--- config.mk ---
export PLATFORM = sky130hd
export DESIGN_NAME = scs_clock_ctrl
export DESIGN_NICKNAME = d
export VERILOG_FILES = /design/src/hdl/scs_pkg.sv /design/src/hdl/scs_clock_ctrl.sv
export SDC_FILE = /design/constraint.sdc
export NUM_CORES = 1
export LEC_CHECK = 0
export ABC_AREA = 1
export BUFFER_PORTS_ARGS = -buffer_cell sky130_fd_sc_hd__clkbuf_2
export CORE_ASPECT_RATIO = 0.7
export CORE_UTILIZATION = 33
export DETAILED_ROUTE_END_ITERATION = 12
export GPL_TIMING_DRIVEN = 0
export SYNTH_ARGS = -nofsm -noshare
export SYNTH_HDL_FRONTEND = slang
export SYNTH_SLANG_ARGS = --single-unit
--- constraint.sdc ---
create_clock -name clk -period 2.88 [get_ports clk]
set_input_delay 0.144 -clock clk [delete_from_list [all_inputs] [get_ports clk]]
set_output_delay 0.144 -clock clk [all_outputs]
set_load 0.02 [all_outputs]
--- src/hdl/scs_pkg.sv ---
package scs_pkg;
    // ----------------------------------------------------------------
    // register map (apb byte addresses, one word per register)
    // ----------------------------------------------------------------
    localparam int ADDR_W = 8;
    localparam logic [7:0] OFF_PROT = 8'h00;
    localparam logic [7:0] OFF_EXT = 8'h04;
    localparam logic [7:0] IDX_CTRL1 = 8'h07;
    localparam logic [7:0] IDX_DETECT = 8'h0C;
    localparam logic [7:0] OFF_CTRL1 = 8'(IDX_CTRL1 * 4);
    localparam logic [7:0] OFF_DETECT = 8'(IDX_DETECT * 4);

    // ----------------------------------------------------------------
    // field positions
    // ----------------------------------------------------------------
    localparam int B_PROT = 0;
    localparam int B_ACS = 0;
    localparam int B_CS1 = 1;
    localparam int B_FBR = 3;
    localparam int B_LSO = 4;
    localparam int B_DRV = 5;
    localparam int B_DIV_LO = 6;
    localparam int B_DIV_HI = 7;
    localparam int B_DEN = 0;
    localparam int B_CS2 = 1;
    localparam int B_FLAG = 2;
    localparam int B_MON = 3;
    localparam int B_ACT = 7;
    localparam int B_MCS = 0;
    localparam int B_D8 = 1;
    localparam int B_SUB = 2;
    localparam int B_LOCK = 3;
    localparam int B_WDP = 4;

    // ----------------------------------------------------------------
    // reset values and writable masks
    // ----------------------------------------------------------------
    localparam logic [7:0] CTRL1_RST = 8'h20;
    localparam logic [7:0] DETECT_RST = 8'h02;
    localparam logic [7:0] EXT_RST = 8'h02;
    localparam logic [7:0] CTRL1_WMASK = 8'hFB;
    localparam logic [7:0] EXT_WMASK = 8'h1F;
    localparam int SYNC_DEPTH = 3;

    // effective main clock division, as log2 of the ratio
    localparam logic [2:0] DIV_LOG_1 = 3'h0;
    localparam logic [2:0] DIV_LOG_2 = 3'h1;
    localparam logic [2:0] DIV_LOG_4 = 3'h2;
    localparam logic [2:0] DIV_LOG_8 = 3'h3;
    localparam logic [2:0] DIV_LOG_16 = 3'h4;

    // ----------------------------------------------------------------
    // types
    // ----------------------------------------------------------------
    typedef enum logic [1:0] {
        SRC_MAIN = 2'h0,
        SRC_PLL = 2'h1,
        SRC_OCO = 2'h2,
        SRC_SUB = 2'h3
    } scs_src_t;

    typedef enum logic [1:0] {
        ST_IDLE = 2'b01,
        ST_ACC = 2'b10
    } scs_apb_st_t;

    typedef struct packed {
        scs_src_t cpu_src;
        scs_src_t f1_src;
    } scs_clk_sel_t;

    typedef struct packed {
        logic stop_mode;
        logic feedback_off;
        logic low_speed_off;
        logic drive_high;
    } scs_osc_ctl_t;
endpackage : scs_pkg

--- src/hdl/scs_clock_ctrl.sv ---
`timescale 1ns/1ns
// What this block does
// all-clock-stop write of 1 enters stop mode
// software avoids stop with PLL or detector
// stop request ignored on lock, protect, nmi
// clock-select-1 picks main or PLL
// sub select limits clock-select-1 to f1
// lock freezes clock-select-1
// feedback resistor off bit, forced in stop
// low-speed stop forced 0 on oscillator select
// watchdog protect forces low-speed stop 0
// drive high set on stop, or on main-stop while select-2 is clear
// two-bit main divider unless divide-by-eight
// writes need clock-register protect bit set
// detector enable frozen by lock
// software clears detector before stop mode
// clock-select-2 picks on-chip oscillator
// software keeps select-2 while main stopped
// detected stop forces clock-select-2 to 1 under interrupt action while main feeds the cpu
// detect flag shows stop or restart seen
// monitor flag reads oscillator state, read-only
// action bit picks reset or interrupt
// detector reset keeps enable, select-2, action
// reserved bits read zero
// flag cleared by writing 0 only
// interrupt only on flag rising edge
module scs_clock_ctrl (
    // clock and reset
    input wire logic clk,
    input wire logic arst_n,
    // apb slave
    input wire logic psel,
    input wire logic penable,
    input wire logic pwrite,
    input wire logic [scs_pkg::ADDR_W-1:0] paddr,
    input wire logic [31:0] pwdata,
    output logic [31:0] prdata,
    output logic pready,
    output logic pslverr,
    // pins and neighbouring logic
    input wire logic nmi_n,
    input wire logic main_osc_stopped,
    input wire logic stop_wake,
    // clock steering
    output scs_pkg::scs_clk_sel_t clk_sel,
    output scs_pkg::scs_osc_ctl_t osc_ctl,
    output logic [2:0] main_div_log,
    // detector events
    output logic osc_stop_irq,
    output logic osc_stop_reset_req
);
    import scs_pkg::*;

    // bits that survive the detector's own reset
    localparam logic [7:0] DET_KEEP = (8'h01 << B_DEN) | (8'h01 << B_CS2) |
                                      (8'h01 << B_ACT);

    // ----------------------------------------------------------------
    // state
    // ----------------------------------------------------------------
    scs_apb_st_t st_reg;
    logic [7:0] prot_reg;
    logic [7:0] ext_reg;
    logic [7:0] ctrl1_reg;
    logic [7:0] det_reg;
    logic [SYNC_DEPTH-1:0] nmi_sync_reg;
    logic [SYNC_DEPTH-1:0] osc_sync_reg;
    logic nmi_n_reg;
    logic osc_stopped_reg;
    logic det_rst_reg;
    logic wr_en;
    logic [7:0] wdat;
    logic osc_change;
    logic stop_seen;
    logic lock;
    logic wdp;
    logic main_feeds_cpu;

    function automatic scs_src_t src_of(input logic cs1, input logic cs2);
        if (cs2) begin
            return SRC_OCO;
        end
        return cs1 ? SRC_PLL : SRC_MAIN;
    endfunction : src_of

    // write one bit unless locked
    function automatic logic keep_or_write(input logic cur, input logic nv,
                                           input logic locked);
        return locked ? cur : nv;
    endfunction : keep_or_write

    // ----------------------------------------------------------------
    // apb slave: one wait-free access cycle after setup
    // ----------------------------------------------------------------
    assign wr_en = psel && penable && pwrite && pready;
    assign wdat = pwdata[7:0];
    assign lock = ext_reg[B_LOCK];
    assign wdp = ext_reg[B_WDP];

    // pready rises in the access phase, read data captured in setup
    always_ff @(posedge clk or negedge arst_n) begin
        if (!arst_n) begin
            st_reg <= ST_IDLE;
            pready <= 1'b0;
            pslverr <= 1'b0;
            prdata <= 32'h0000_0000;
        end else begin
            case (st_reg)
                ST_IDLE: begin
                    pready <= 1'b0;
                    pslverr <= 1'b0;
                    if (psel && !penable) begin
                        st_reg <= ST_ACC;
                        pready <= 1'b1;
                        prdata <= 32'h0000_0000;
                        case (paddr)
                            OFF_PROT: prdata[7:0] <= prot_reg;
                            OFF_EXT: prdata[7:0] <= ext_reg;
                            OFF_CTRL1: prdata[7:0] <= ctrl1_reg;
                            // unimplemented bits 6:4 read as zero
                            OFF_DETECT: prdata[7:0] <= {det_reg[7:4],
                                osc_stopped_reg, det_reg[2:0]};
                            default: pslverr <= 1'b1;
                        endcase
                    end
                end
                ST_ACC: begin
                    st_reg <= ST_IDLE;
                    pready <= 1'b0;
                    pslverr <= 1'b0;
                end
                default: begin
                    st_reg <= ST_IDLE;
                    pready <= 1'b0;
                    pslverr <= 1'b0;
                end
            endcase
        end
    end

    // ----------------------------------------------------------------
    // input synchronisers: change accepted once stages two and three agree
    // ----------------------------------------------------------------
    always_ff @(posedge clk or negedge arst_n) begin
        if (!arst_n) begin
            nmi_sync_reg <= '1;
            osc_sync_reg <= '0;
            nmi_n_reg <= 1'b1;
            osc_stopped_reg <= 1'b0;
        end else begin
            nmi_sync_reg <= {nmi_sync_reg[SYNC_DEPTH-2:0], nmi_n};
            osc_sync_reg <= {osc_sync_reg[SYNC_DEPTH-2:0], main_osc_stopped};
            if (nmi_sync_reg[1] == nmi_sync_reg[2]) begin
                nmi_n_reg <= nmi_sync_reg[2];
            end
            if (osc_sync_reg[1] == osc_sync_reg[2]) begin
                osc_stopped_reg <= osc_sync_reg[2];
            end
        end
    end

    // stop and restart both count while the detector is enabled
    assign osc_change = (osc_sync_reg[1] == osc_sync_reg[2]) &&
                        (osc_sync_reg[2] != osc_stopped_reg) &&
                        det_reg[B_DEN];
    assign stop_seen = osc_change && osc_sync_reg[2];
    assign main_feeds_cpu = !ext_reg[B_SUB] && !det_reg[B_CS2] &&
                            !ctrl1_reg[B_CS1];

    // ----------------------------------------------------------------
    // protect and neighbour control registers
    // ----------------------------------------------------------------
    always_ff @(posedge clk or negedge arst_n) begin
        if (!arst_n) begin
            prot_reg <= 8'h00;
        end else if (det_rst_reg) begin
            prot_reg <= 8'h00;
        end else if (wr_en && paddr == OFF_PROT) begin
            prot_reg <= {7'h00, wdat[B_PROT]};
        end
    end

    // neighbour bits live here so the block can be steered standalone
    always_ff @(posedge clk or negedge arst_n) begin
        if (!arst_n) begin
            ext_reg <= EXT_RST;
        end else if (det_rst_reg) begin
            ext_reg <= EXT_RST;
        end else begin
            if (wr_en && paddr == OFF_EXT) begin
                ext_reg <= wdat & EXT_WMASK;
            end
            // stop entry forces divide-by-eight, held while stopped
            if (ctrl1_reg[B_ACS]) begin
                ext_reg[B_D8] <= 1'b1;
            end
        end
    end

    // ----------------------------------------------------------------
    // first clock control register
    // ----------------------------------------------------------------
    always_ff @(posedge clk or negedge arst_n) begin
        if (!arst_n) begin
            ctrl1_reg <= CTRL1_RST;
        end else if (det_rst_reg) begin
            ctrl1_reg <= CTRL1_RST;
        end else begin
            if (wr_en && paddr == OFF_CTRL1 && prot_reg[B_PROT]) begin
                ctrl1_reg <= wdat & CTRL1_WMASK;
                ctrl1_reg[B_ACS] <= keep_or_write(ctrl1_reg[B_ACS],
                    wdat[B_ACS], lock || wdp || !nmi_n_reg);
                ctrl1_reg[B_CS1] <= keep_or_write(ctrl1_reg[B_CS1],
                    wdat[B_CS1], lock);
            end
            // wake from outside leaves stop mode
            if (stop_wake && ctrl1_reg[B_ACS]) begin
                ctrl1_reg[B_ACS] <= 1'b0;
            end
            // low-speed oscillator may not stop here
            if (det_reg[B_CS2] || wdp) begin
                ctrl1_reg[B_LSO] <= 1'b0; // see
            end
            // high drive so the crystal restarts reliably
            if (ctrl1_reg[B_ACS] ||
                (!det_reg[B_CS2] && ext_reg[B_MCS])) begin
                ctrl1_reg[B_DRV] <= 1'b1;
            end
        end
    end

    // ----------------------------------------------------------------
    // detection register
    // ----------------------------------------------------------------
    always_ff @(posedge clk or negedge arst_n) begin
        if (!arst_n) begin
            det_reg <= DETECT_RST;
        end else if (det_rst_reg) begin
            // detector reset keeps enable, select-2 and action
            det_reg <= (DETECT_RST & ~DET_KEEP) |
                       (det_reg & DET_KEEP);
        end else begin
            if (wr_en && paddr == OFF_DETECT && prot_reg[B_PROT]) begin
                det_reg[B_DEN] <= keep_or_write(det_reg[B_DEN],
                    wdat[B_DEN], lock);
                det_reg[B_CS2] <= wdat[B_CS2];
                det_reg[B_ACT] <= wdat[B_ACT];
                if (!wdat[B_FLAG]) begin
                    det_reg[B_FLAG] <= 1'b0;
                end
            end
            // hardware set wins over a software clear in the same cycle
            if (osc_change) begin
                det_reg[B_FLAG] <= 1'b1;
            end
            if (stop_seen && det_reg[B_ACT] && main_feeds_cpu) begin
                det_reg[B_CS2] <= 1'b1;
            end
        end
    end

    // ----------------------------------------------------------------
    // detector action: interrupt on flag rise, or a local reset
    // ----------------------------------------------------------------
    always_ff @(posedge clk or negedge arst_n) begin
        if (!arst_n) begin
            osc_stop_irq <= 1'b0;
            osc_stop_reset_req <= 1'b0;
            det_rst_reg <= 1'b0;
        end else begin
            osc_stop_irq <= osc_change && det_reg[B_ACT] &&
                            !det_reg[B_FLAG];
            // restart alone never resets the chip
            osc_stop_reset_req <= stop_seen && !det_reg[B_ACT];
            det_rst_reg <= stop_seen && !det_reg[B_ACT];
        end
    end

    // ----------------------------------------------------------------
    // registered clock steering outputs
    // ----------------------------------------------------------------
    always_ff @(posedge clk or negedge arst_n) begin
        if (!arst_n) begin
            clk_sel <= '{cpu_src: SRC_OCO, f1_src: SRC_OCO};
            osc_ctl <= '0;
            main_div_log <= DIV_LOG_8;
        end else begin
            clk_sel.f1_src <= src_of(ctrl1_reg[B_CS1], det_reg[B_CS2]);
            clk_sel.cpu_src <= ext_reg[B_SUB] ? SRC_SUB :
                src_of(ctrl1_reg[B_CS1], det_reg[B_CS2]); // see
            osc_ctl.stop_mode <= ctrl1_reg[B_ACS];
            osc_ctl.feedback_off <= ctrl1_reg[B_FBR] ||
                                    ctrl1_reg[B_ACS];
            osc_ctl.low_speed_off <= ctrl1_reg[B_LSO] && !det_reg[B_CS2] &&
                                     !wdp; // see
            osc_ctl.drive_high <= ctrl1_reg[B_DRV];
            if (ext_reg[B_D8]) begin
                main_div_log <= DIV_LOG_8;
            end else begin
                case (ctrl1_reg[B_DIV_HI:B_DIV_LO])
                    2'h0: main_div_log <= DIV_LOG_1;
                    2'h1: main_div_log <= DIV_LOG_2;
                    2'h2: main_div_log <= DIV_LOG_4;
                    default: main_div_log <= DIV_LOG_16;
                endcase
            end
        end
    end
endmodule : scs_clock_ctrl

==> results.json <==
{
  "synthCells": 284,
  "clock_latency_ns": 0.30,
  "regArea_um2": 1266,
  "p_per_area_nw_per_um2": 464.3,
  "ioPinCount": 95,
  "total_power_mw": 1.382,
  "rsz0062_at_grt": "no",
  "synthArstFlopShare": 1.000,
  "cts_resized": 0,
  "dp.final_hpwl_um": 4012,
  "start_util": 0.3510,
  "antenna_cells": 0,
  "synth_fa_ha_area_frac": 0.004126,
  "ys.flop_type": "dfrtp_1",
  "yosys.area.top_type": "dfrtp_1",
  "grt_use_met3": 0.03815,
  "grt_antenna_before_repair": 0,
  "grt_overflow": 0,
  "grt_usage": 0.1391,
  "vias": 1987,
  "synth_top_area_frac": 0.3920,
  "synth.cell_area_um2": 2426,
  "grt_busiest_layer": "met1",
  "yosysMostFrequentCell": "nand2_1",
  "final_antenna_net_count": 0,
  "finalHoldViolCount": 0,
  "gp_congestion": 0.8388,
  "gr-usage-met1": 0.2053,
  "cp-start-kind": "flip-flop",
  "dieArea_um2": 7704,
  "synth_top_family_by_area": "simple AND/OR/NAND/NOR gates",
  "finalSetupViolations": 0,
  "synth_xor_area_frac": 0,
  "cts_root_buffer": "clkbuf_8",
  "cts_buffers": 5,
  "drv_slew": 0,
  "first_pass_iters": 4,
  "synth_warnings": 0,
  "core_area_um2": 6913,
  "synth_common_cells": "nand2_1, dfrtp_1, inv_1, buf_4",
  "final.period_utilization": 0.4855,
  "setup_tns_ns": 0,
  "crit_required_ns": 3.06,
  "grt_pass1_wl_um": 8293,
  "tightest_slew_ns": 1.201,
  "wl_um": 5269,
  "synth.area.mux_share": 0,
  "cts_num_sinks": 50,
  "synth_edf_count": 0,
  "syn_avg_cell_area_um2": 8.543,
  "period_minus_slack_ns": 1.398,
  "grt_pass1_vias": 1732,
  "area_growth_pct": 22.64,
  "nets": 410,
  "cts_buffer_depth": 2,
  "min_path_type": "primary input to flip-flop",
  "cap_violations": 0,
  "die_h_um": 73.74,
  "maxClockFrequency_ghz": 0.7152,
  "fin_ws_ns": 1.482,
  "cp.arrival_ns": 1.58,
  "slew_headroom": 0.1993,
  "p_leak_nw": 1.628,
  "die_w_um": 104.5,
  "fp-row-count": 25,
  "htreeDepth": 2,
  "synth_compound_area_frac": 0.04332,
  "vias_per_cell": 4.348,
  "remaining_drc_errors": 0,
  "wire_per_inst_um": 11.53,
  "grt_max_degree": 51,
  "synthSimpleGateAreaFrac": 0.3012,
  "cts_tree": "done",
  "ys_ff_latch": 50,
  "ir_drop_uv": 276.0,
  "crit_path_end_kind": "flip-flop",
  "synth.area.top_cells": "dfrtp_1, dfstp_2, nand2_1",
  "num-fill-cells": 703,
  "port_buffers": 46,
  "fin_worst_skew_ns": 0.005515,
  "drtIter0Drc": 114,
  "use_met2": 0.2046,
  "ys_types": 28,
  "multi_input_area_um2": 935.9,
  "seq_area_frac_synth": 0.5219,
  "clk_pin_slew_ns": 0.09,
  "drive_gt1_frac": 0.3085,
  "status": "complete, no violations",
  "crit_fanout": 10,
  "dpl_worst_slack_ns": 1.478,
  "largest_register_ffs": 8,
  "path_class": "flip-flop to flip-flop"
}
[final cells by class]
cell class | instances | share of cell area
multi-input combinational | 200 | 0.3146
timing repair buffer | 48 | 0.08410
tap | 94 | 0.03953
clock buffer | 6 | 0.02775
clock inverter | 2 | 0.004205
inverter | 30 | 0.03785
buffer | 27 | 0.06644
sequential | 50 | 0.4256
[layer usage]
layer | vias to the layer above | wire length (µm)
met4 | 0 | 14
met2 | 57 | 2197
met5 | - | 0
met3 | 2 | 341
met1 | 929 | 2716
li1 | 999 | -
[cells by family after synthesis]
| logic type | count (synthesis) |
|---|---|
| other cells | 1 |
| compound gates | 19 |
| buf+inv | 57 |
| simple gates | 156 |
| fa+ha+maj | 1 |
| flops | 50 |
[path summary, 6_finish.rpt]
| kind | cells after the start | slack [ns] | endpoint | start |
|---|---|---|---|---|
| min reg2reg | 0 | 0.35 | osc_sync_reg[1]$_DFF_PN0_ | osc_sync_reg[0]$_DFF_PN0_ |
| max in group asynchronous | 1 | 2.06 | ext_reg[2]$_DFFE_PN0P_ | arst_n |
| min | 3 | 0.05 | ctrl1_reg[5]$_DFFE_PN1P_ | pwdata[5] |
| max reg2reg | 6 | 1.48 | prdata[0]$_DFFE_PN0P_ | st_reg[0]$_DFFE_PN1P_ |
| min in group asynchronous | 1 | 0.07 | prdata[0]$_DFFE_PN0P_ | arst_n |
| max | 6 | 1.48 | prdata[0]$_DFFE_PN0P_ | st_reg[0]$_DFFE_PN1P_ |
[timing repair]
item,in CTS,in global routing
buffers inserted,0,0
hold endpoints to repair,2,0
hold buffers,2,0
[critical path: stages (launching register included)]
cell and delay [ns]:
dfstp_2 0.52, nand2_1 0.09, nor3_4 0.31, inv_2 0.06, buf_4 0.17, nand2_1 0.07, nand2_1 0.06
[cell usage in the layout, fill, tap and decap left out, types with 3 or more instances in the layout]
cell type / synthesis / layout
nand2_1: 84 / 84
clkbuf_2: 0 / 46
dfrtp_1: 38 / 38
inv_1: 27 / 27
buf_4: 25 / 25
nor2_1: 24 / 24
nand3_1: 24 / 24
conb_1: 1 / 24
dfstp_2: 12 / 12
o21ai_0: 7 / 7
o21ai_1: 7 / 7
clkbuf_8: 0 / 6
nor3_1: 4 / 4
nand4_1: 3 / 3
nor3_4: 3 / 3
nor2_2: 3 / 3
nor2_4: 3 / 3
nand2_2: 3 / 3
[power by group]
part	switching (mW)	internal (mW)	leakage (nW)
sequential	0.0249	0.737	0.626
clock	0.232	0.194	0.0472
combinational	0.124	0.0702	0.954
[through the flow]
stage	area (µm²)	std cells	util	hold slack, ns
CTS	2975	457	0.4304	0.05357
global route	2975	457	0.4304	0.06769
floorplan	2512	307	-	-0.1516
finish	2975	457	0.4304	0.05266
global placement	2860	447	0.4138	0.2331
detailed placement	2860	447	0.4138	0.2330
No activity file was read; power rests on OpenSTA's default activity.
